`config.mk`:
```
export PLATFORM = sky130hd
export DESIGN_NAME = tsf_filter_top
export DESIGN_NICKNAME = d
export VERILOG_FILES = /design/src/logic/tsf_filter_top.v /design/src/logic/tsf_rank_sorter.v
export VERILOG_INCLUDE_DIRS = /design/src /design/src/logic
export SDC_FILE = /design/constraint.sdc
export NUM_CORES = 2
export LEC_CHECK = 0
export ABC_AREA = 1
export BUFFER_PORTS_ARGS = -buffer_cell sky130_fd_sc_hd__buf_2
export CORE_ASPECT_RATIO = 0.9
export CORE_MARGIN = 2
export CORE_UTILIZATION = 48
export DETAILED_ROUTE_END_ITERATION = 10
export GPL_ROUTABILITY_DRIVEN = 0
export SYNTH_ARGS = -nofsm -noshare
export SYNTH_HDL_FRONTEND = slang
export SYNTH_HIERARCHICAL = 1
export SYNTH_SLANG_ARGS = --single-unit
```
`constraint.sdc`:
```
create_clock -name clk_sys_in -period 23 [get_ports clk_sys_in]
set_clock_uncertainty 0.2 [all_clocks]
set_input_delay 0 -clock clk_sys_in [delete_from_list [all_inputs] [get_ports clk_sys_in]]
set_output_delay 0 -clock clk_sys_in [all_outputs]
set_load 0.01 [all_outputs]
```
`src/logic/tsf_regs.vh`:
```
// register map, field positions, reset values and timing counts of the touch sample filter
// assumes a 200 MHz system clock and a 4-bit register index on the plain register port
`ifndef TSF_REGS_VH
`define TSF_REGS_VH
`define TSF_ADDR_CTRL1 4'h1
`define TSF_ADDR_CTRL2 4'h2
`define TSF_ADDR_CTRL3 4'h3
`define TSF_ADDR_UPPER 4'h4
`define TSF_ADDR_LOWER 4'h5
`define TSF_ADDR_RESULT 4'hc
`define TSF_ADDR_SAMPLE 4'h8
`define TSF_CTRL1_RST 16'h0000
`define TSF_CTRL2_RST 16'h4040
`define TSF_CTRL3_RST 16'h0000
`define TSF_BOUND_RST 16'h0000
`define TSF_CHAN_HI 14
`define TSF_CHAN_LO 12
`define TSF_CHAN_BATT 3'h2
`define TSF_CHAN_AUX 3'h3
`define TSF_MED_HI 6
`define TSF_MED_LO 5
`define TSF_AVG_HI 8
`define TSF_AVG_LO 7
`define TSF_POL_BIT 10
`define TSF_DIR_BIT 11
`define TSF_DATA_BIT 12
`define TSF_GPIO_EN_BIT 13
`define TSF_HI_FLAG_BIT 0
`define TSF_LO_FLAG_BIT 1
`define TSF_HI_EN_BIT 2
`define TSF_LO_EN_BIT 3
`define TSF_SORT_NS 2000
`define TSF_CLK_NS 5
`define TSF_SORT_CYCLES ((`TSF_SORT_NS + `TSF_CLK_NS - 1) / `TSF_CLK_NS)
`endif

```
`src/logic/tsf_filter_top.v`:
```
// touch sample filter: rank/mean post-processing, aux/battery result, limit alarm and shared gpio pin
// assumes conversion results arrive as one-cycle strobes from an outside converter
//
// The address-and-strobe port was left to the implementer.
`timescale 1ns/1ps
`include "tsf_regs.vh"
module tsf_filter_top #(
	parameter DATA_W = 12,
	parameter SORT_CYCLES = `TSF_SORT_CYCLES
) (
	input wire clk_sys_in,
	input wire rst_in,
	input wire [3:0] reg_addr_in,
	input wire [15:0] reg_wdata_in,
	input wire reg_wr_in,
	input wire reg_rd_in,
	output reg [15:0] reg_rdata_out,
	input wire conv_start_in,
	input wire conv_valid_in,
	input wire [DATA_W-1:0] conv_data_in,
	output wire conv_req_out,
	output wire sampling_out,
	output wire [2:0] channel_out,
	output wire batt_div_en_out,
	output wire busy_out,
	output reg done_out,
	output wire alarm_n_out,
	input wire gpio_pin_in,
	output wire gpio_pin_out,
	output wire gpio_pin_oe_out
);
	localparam ST_IDLE = 2'h0;
	localparam ST_CONV = 2'h1;
	localparam ST_SORT = 2'h2;
	localparam ST_DONE = 2'h3;

	reg [15:0] ctrl1_reg;
	reg [15:0] ctrl2_reg;
	reg [3:0] ctrl3_reg;
	reg [15:0] upper_reg;
	reg [15:0] lower_reg;
	reg [DATA_W-1:0] result_reg;
	reg [DATA_W-1:0] sample_reg;
	reg [1:0] state_reg;
	reg [1:0] state_next;
	reg [4:0] taken_reg;
	reg [8:0] sort_cnt_reg;
	reg [4:0] total;
	reg [4:0] med_cnt;
	reg [4:0] avg_cnt;
	reg wr_ctrl2;
	reg wr_ctrl3;
	reg hi_hit;
	reg lo_hit;
	reg aux_done;
	wire [DATA_W-1:0] mean;
	wire [2:0] chan;
	wire gpio_en;
	wire dir_in;
	wire pol;
	wire [15:0] ctrl2_view;
	wire [15:0] ctrl3_rst;

	assign ctrl3_rst = `TSF_CTRL3_RST;

	assign chan = ctrl1_reg[`TSF_CHAN_HI:`TSF_CHAN_LO];
	assign gpio_en = ctrl2_reg[`TSF_GPIO_EN_BIT];
	assign dir_in = ctrl2_reg[`TSF_DIR_BIT];
	assign pol = ctrl2_reg[`TSF_POL_BIT];

	// counts decoded from the fields; both fields zero takes a single sample, else a median count below the mean count falls back to the mean count
	always @* begin
		case (ctrl2_reg[`TSF_MED_HI:`TSF_MED_LO])
		2'h1: med_cnt = 5'h04;
		2'h2: med_cnt = 5'h08;
		2'h3: med_cnt = 5'h10;
		default: med_cnt = 5'h00;
		endcase
		case (ctrl2_reg[`TSF_AVG_HI:`TSF_AVG_LO])
		2'h1: avg_cnt = 5'h04;
		2'h2: avg_cnt = 5'h08;
		2'h3: avg_cnt = 5'h10;
		default: avg_cnt = 5'h02;
		endcase
		// a median count below the mean count runs the larger mean count as a plain average
		if (ctrl2_reg[`TSF_AVG_HI:`TSF_MED_LO] == 4'h0)
			total = 5'h01;
		else if (med_cnt < avg_cnt)
			total = avg_cnt;
		else
			total = med_cnt;
	end

	// sequencer: one conversion, one sort slot, repeat until the window is full
	always @* begin
		state_next = state_reg;
		case (state_reg)
		ST_IDLE: begin
			if (conv_start_in)
				state_next = ST_CONV;
		end
		ST_CONV: begin
			if (conv_valid_in)
				state_next = (total == 5'h01) ? ST_DONE : ST_SORT;
		end
		ST_SORT: begin
			if (sort_cnt_reg == 9'h001)
				state_next = (taken_reg == total) ? ST_DONE : ST_CONV;
		end
		ST_DONE: state_next = ST_IDLE;
		default: state_next = ST_IDLE;
		endcase
	end

	assign conv_req_out = (state_reg == ST_CONV);
	assign sampling_out = (state_reg == ST_CONV);
	assign channel_out = chan;
	// divider only burns current while the battery input is actually being sampled
	assign batt_div_en_out = (state_reg == ST_CONV) && (chan == `TSF_CHAN_BATT) && !gpio_en;
	assign busy_out = (state_reg != ST_IDLE);

	tsf_rank_sorter #(
		.DATA_W(DATA_W),
		.DEPTH(16)
	) u_sorter (
		.clk_sys_in(clk_sys_in),
		.rst_in(rst_in),
		.clear_in(state_reg == ST_IDLE),
		.insert_in(state_reg == ST_CONV && conv_valid_in && total != 5'h01),
		.sample_in(conv_data_in),
		.count_in(total),
		.width_in((total == med_cnt) ? avg_cnt : total),
		.mean_out(mean)
	);

	always @* begin
		wr_ctrl2 = reg_wr_in && reg_addr_in == `TSF_ADDR_CTRL2;
		wr_ctrl3 = reg_wr_in && reg_addr_in == `TSF_ADDR_CTRL3;
		aux_done = (state_reg == ST_DONE) && !gpio_en && (chan == `TSF_CHAN_AUX || chan == `TSF_CHAN_BATT);
		hi_hit = aux_done && {{(16-DATA_W){1'b0}}, result_reg} > upper_reg;
		lo_hit = aux_done && {{(16-DATA_W){1'b0}}, result_reg} < lower_reg;
	end

	always @(posedge clk_sys_in or posedge rst_in) begin
		if (rst_in) begin
			state_reg <= ST_IDLE;
			taken_reg <= 5'h00;
			sort_cnt_reg <= 9'h000;
			sample_reg <= {DATA_W{1'b0}};
			result_reg <= {DATA_W{1'b0}};
			done_out <= 1'b0;
		end else begin
			state_reg <= state_next;
			done_out <= (state_reg == ST_DONE);
			if (state_reg == ST_IDLE)
				taken_reg <= 5'h00;
			if (state_reg == ST_CONV && conv_valid_in) begin
				taken_reg <= taken_reg + 5'h01;
				sample_reg <= conv_data_in;
				sort_cnt_reg <= SORT_CYCLES[8:0];
			end else if (sort_cnt_reg != 9'h000) begin
				sort_cnt_reg <= sort_cnt_reg - 9'h001;
			end
			// result loads here once the whole window is done, or below at the strobe when a single sample is taken
			if (state_reg == ST_SORT && state_next == ST_DONE)
				result_reg <= mean;
			else if (state_reg == ST_CONV && conv_valid_in && total == 5'h01)
				result_reg <= conv_data_in;
		end
	end

	// gpio data bit follows the pin when an input; writes to it are dropped then
	always @(posedge clk_sys_in or posedge rst_in) begin
		if (rst_in) begin
			ctrl1_reg <= `TSF_CTRL1_RST;
			ctrl2_reg <= `TSF_CTRL2_RST;
			ctrl3_reg <= ctrl3_rst[3:0];
			upper_reg <= `TSF_BOUND_RST;
			lower_reg <= `TSF_BOUND_RST;
		end else begin
			if (reg_wr_in && reg_addr_in == `TSF_ADDR_CTRL1)
				ctrl1_reg <= reg_wdata_in;
			if (reg_wr_in && reg_addr_in == `TSF_ADDR_UPPER)
				upper_reg <= reg_wdata_in;
			if (reg_wr_in && reg_addr_in == `TSF_ADDR_LOWER)
				lower_reg <= reg_wdata_in;
			if (wr_ctrl2) begin
				ctrl2_reg[15:13] <= reg_wdata_in[15:13];
				ctrl2_reg[11:0] <= reg_wdata_in[11:0];
				if (!(gpio_en && dir_in))
					ctrl2_reg[`TSF_DATA_BIT] <= reg_wdata_in[`TSF_DATA_BIT];
			end
			if (gpio_en && dir_in)
				ctrl2_reg[`TSF_DATA_BIT] <= pol ? gpio_pin_in : ~gpio_pin_in;
			// enables are plain writes; a flag write clears by writing one, but a new hit wins
			if (wr_ctrl3)
				ctrl3_reg[`TSF_LO_EN_BIT:`TSF_HI_EN_BIT] <= reg_wdata_in[`TSF_LO_EN_BIT:`TSF_HI_EN_BIT];
			ctrl3_reg[`TSF_HI_FLAG_BIT] <= hi_hit |
				(ctrl3_reg[`TSF_HI_FLAG_BIT] & ~(wr_ctrl3 & reg_wdata_in[`TSF_HI_FLAG_BIT]));
			ctrl3_reg[`TSF_LO_FLAG_BIT] <= lo_hit |
				(ctrl3_reg[`TSF_LO_FLAG_BIT] & ~(wr_ctrl3 & reg_wdata_in[`TSF_LO_FLAG_BIT]));
		end
	end

	assign alarm_n_out = ~((ctrl3_reg[`TSF_HI_FLAG_BIT] & ctrl3_reg[`TSF_HI_EN_BIT]) |
		(ctrl3_reg[`TSF_LO_FLAG_BIT] & ctrl3_reg[`TSF_LO_EN_BIT]));
	// pin stays undriven unless gpio is enabled as an output
	assign gpio_pin_oe_out = gpio_en & ~dir_in;
	assign gpio_pin_out = pol ? ctrl2_reg[`TSF_DATA_BIT] : ~ctrl2_reg[`TSF_DATA_BIT];
	assign ctrl2_view = ctrl2_reg;

	always @(posedge clk_sys_in or posedge rst_in) begin
		if (rst_in) begin
			reg_rdata_out <= 16'h0000;
		end else if (reg_rd_in) begin
			case (reg_addr_in)
			`TSF_ADDR_CTRL1: reg_rdata_out <= ctrl1_reg;
			`TSF_ADDR_CTRL2: reg_rdata_out <= ctrl2_view;
			`TSF_ADDR_CTRL3: reg_rdata_out <= {12'h000, ctrl3_reg};
			`TSF_ADDR_UPPER: reg_rdata_out <= upper_reg;
			`TSF_ADDR_LOWER: reg_rdata_out <= lower_reg;
			`TSF_ADDR_RESULT: reg_rdata_out <= {{(16-DATA_W){1'b0}}, result_reg};
			`TSF_ADDR_SAMPLE: reg_rdata_out <= {{(16-DATA_W){1'b0}}, sample_reg};
			default: reg_rdata_out <= 16'h0000;
			endcase
		end
	end
endmodule // tsf_filter_top

```
`src/logic/tsf_rank_sorter.v`:
```
// insertion-sorted sample array with windowed mean of the centre entries
// assumes one insert pulse at a time and a clear before each new channel
`timescale 1ns/1ps
`include "tsf_regs.vh"
module tsf_rank_sorter #(
	parameter DATA_W = 12,
	parameter DEPTH = 16
) (
	input wire clk_sys_in,
	input wire rst_in,
	input wire clear_in,
	input wire insert_in,
	input wire [DATA_W-1:0] sample_in,
	input wire [4:0] count_in,
	input wire [4:0] width_in,
	output reg [DATA_W-1:0] mean_out
);
	reg [DATA_W-1:0] arr_reg [0:DEPTH-1];
	reg [4:0] fill_reg;
	reg [DATA_W+4:0] sum;
	reg [4:0] first;
	reg [2:0] shift;
	reg [DATA_W+4:0] shifted;
	integer i;
	integer k;

	// smallest in slot 0, largest in slot fill-1; a new sample shifts larger ones up
	always @(posedge clk_sys_in or posedge rst_in) begin
		if (rst_in) begin
			fill_reg <= 5'h00;
			for (i = 0; i < DEPTH; i = i + 1)
				arr_reg[i] <= {DATA_W{1'b0}};
		end else if (clear_in) begin
			fill_reg <= 5'h00;
		end else if (insert_in) begin
			for (i = 0; i < DEPTH; i = i + 1) begin
				if (i < fill_reg && arr_reg[i] > sample_in)
					arr_reg[(i + 1) % DEPTH] <= arr_reg[i];
				if (i < fill_reg && arr_reg[i] <= sample_in && (i + 1 == fill_reg || arr_reg[(i + 1) % DEPTH] > sample_in))
					arr_reg[(i + 1) % DEPTH] <= sample_in;
			end
			if (fill_reg == 5'h00 || arr_reg[0] > sample_in)
				arr_reg[0] <= sample_in;
			fill_reg <= fill_reg + 5'h01;
		end
	end

	// centre window of the sorted array; equal count and width means the plain average
	always @* begin
		sum = {(DATA_W+5){1'b0}};
		first = (count_in - width_in) >> 1;
		shift = 3'h0;
		shifted = {(DATA_W+5){1'b0}};
		for (k = 0; k < DEPTH; k = k + 1)
			if (k >= first && k < first + width_in)
				sum = sum + {5'h00, arr_reg[k]};
		for (k = 1; k < 5; k = k + 1)
			if (width_in == (5'h01 << k))
				shift = k[2:0];
		// the mean of 12-bit samples never exceeds 12 bits, so the cut drops only zeros
		shifted = sum >> shift;
		mean_out = shifted[DATA_W-1:0];
	end
endmodule // tsf_rank_sorter

```
==> results.json <==
{
  "critPathMaxStageDelay_ns": 0.48,
  "wirelength_mm": 113,
  "critPathBufInv": 25,
  "syn-instance-count": 4786,
  "die_h_um": 251,
  "yosys-top-cells-area": "dfrtp_1, ha_1, nand2_1",
  "instances_no_fill": 5738,
  "grt_max_degree": 79,
  "drtIter0Drc": 2969,
  "final_nets": 5302,
  "cap_viol_max_count": 0,
  "cp.required_ns": 23.28,
  "drtPass1Iterations": 6,
  "ff_latch_area_um2": 8060,
  "fin_tns_setup_ns": 0,
  "hold_viol_final": 0,
  "cts.path.max_buffers": 3,
  "yosysTopAreaCellShare_pct": 24.6,
  "clk_latency_ns": 0.59,
  "yosysTopAreaCell": "dfrtp_1",
  "critPathKind": "reg -> reg",
  "seq_area_frac_synth_pct": 24.8,
  "crit_fanout": 19,
  "yosys_warnings": 6,
  "synth.distinct_cells": 56,
  "cp_top_family": "simple AND/OR/NAND/NOR gates",
  "grt_overflow_total": 0,
  "synthToLayoutAreaGrowth_pct": 8.91,
  "crit_path_end_kind": "flip-flop",
  "ys.flop_type": "dfrtp_1",
  "antenna_found_initial": 2,
  "start_util_pct": 48.5,
  "crit_path_frequent_cell": "nand2_1",
  "largest_reg_flops": 192,
  "tightest_slew_ns": 1.19,
  "tritoncts": "built",
  "vias": 32382,
  "synthesis.area_um2": 32600,
  "drc_errors": 0,
  "ioPinCount": 66,
  "outcome": "complete, no violations",
  "path_clk_slew_ns": 0.06,
  "cpMaxStageDelayCell": "fa_1",
  "timing.final.max_slew_violations": 0,
  "min_period_over_period_pct": 90.3,
  "design.core.area_um2": 67100,
  "finalCriticalPeriod_ns": 20.78,
  "drive_gt1_share_pct": 6.83,
  "h-tree-depth": 2,
  "relSlewSlack_pct": 20.7,
  "synth_commonest_cells": "nand2_1, inv_1, o21ai_0",
  "dieArea_um2": 69900,
  "antenna_cells": 0,
  "fmax_ghz": 0.0481,
  "crit_arrival_ns": 21.06,
  "rsz0062_at_grt": "false",
  "portBuffers": 65,
  "grt_pass1_wl_mm": 173,
  "die_w_um": 279,
  "synthArstFlopShare_pct": 100,
  "ys_seq_elements": 322,
  "wl_per_cell_um": 19.6,
  "setup_viol": 0,
  "drt-vias-per-instance": 5.64,
  "synth_edf_count": 0,
  "dpl.hpwl_mm": 84.9,
  "min_path_type": "in -> reg",
  "multi_input_area_um2": 21200,
  "fillers": 6746,
  "synth_nets": 5254,
  "row_count": 90,
  "yosysMostFrequentCell": "nand2_1",
  "cts_sinks": 322,
  "ant_nets": 0,
  "grt_pass1_vias": 29617,
  "start_kind": "flip-flop",
  "cts_buffers": 40,
  "root_buffer": "clkbuf_16",
  "dp_cells": 5618,
  "grt_usage_pct": 31.9,
  "syn_area_per_cell_um2": 6.80
}
[logic make-up after synthesis]
logic type	after synthesis	synth area share, %
and+or+nand+nor	1809	24.7
xor gates and xnor gates	93	2.53
muxes	14	0.480
DFF	322	24.8
AOI/OAI and AO/OA	1254	20.4
adders and majority gates	429	16.9
buffers and inverters	865	10.2
[layout by cell type (no fill, tap or decap), types with 43 or more instances in the layout]
master / count
ha_1: 412
dlygate4sd3_1: 48
buf_2: 65
nand2_1: 1028
dfrtp_1: 320
nand4_1: 43
nor2_1: 226
a21oi_1: 479
inv_1: 695
o21ai_0: 608
nand3_1: 303
xor2_1: 56
[layout make-up]
class | instances | area share [%]
sequential | 322 | 22.7
multi-input combinational | 3599 | 59.7
tap | 874 | 3.08
clock buffer | 62 | 3.34
inverter | 723 | 7.71
clock inverter | 10 | 0.378
timing repair buffer | 148 | 3.01
[metal layers]
layer | wire length, µm | GRT usage, %
met4 | 2800 | 8.26
met2 | 45600 | 46.2
met1 | 54500 | 48.2
met5 | 0 | 0
met3 | 9820 | 6.35
[path summary, 6_finish.rpt]
check                                     start  cells past startpoint  slack (ns)              endpoint
worst max-delay path               ctrl2_reg[7]                    131        2.22        result_reg[11]
worst min-delay path             reg_addr_in[2]                      7        0.04     reg_rdata_out[12]
worst max register to register     ctrl2_reg[7]                    131        2.22        result_reg[11]
worst min register to register  sort_cnt_reg[7]                      1        0.28       sort_cnt_reg[7]
max in group asynchronous                rst_in                      5       20.63       sort_cnt_reg[1]
min in group asynchronous                rst_in                      4        0.52  u_sorter/arr_reg[57]
[worst register-to-register path, delay by kind of cell, from the launching register on]
kind | cells | cell delay (ns)
AND/OR/NAND/NOR | 57 | 6.54
adder cells (fa/ha/maj) | 19 | 6.36
AO/OA/AOI/OAI | 23 | 3.94
buffers and inverters | 25 | 1.97
XOR/XNOR | 7 | 1.16
flip-flops | 1 | 0.46
[per-stage QoR]
stage	hold WS, ns	utilization, %	setup slack [ns]	instance area (µm²)
after floorplan	-0.0904	-	4.74	32600
after CTS	0.00793	52.8	1.99	35400
after global placement	-0.0262	50.1	2.50	33600
after global routing	0.0694	52.8	0.0539	35500
after detailed placement	-0.0282	50.1	2.08	33600
final	0.0414	52.8	2.22	35500
[repair_timing]
item,in CTS,in global routing
buffers inserted,0,0
hold buffers,48,0
gates resized for setup,0,3
hold endpoints to repair,379,0
endpoints found under the setup margin,0,5
Power is not shown: default switching activity piles up to over one toggle a cycle in this logic, so the estimate is an artifact.
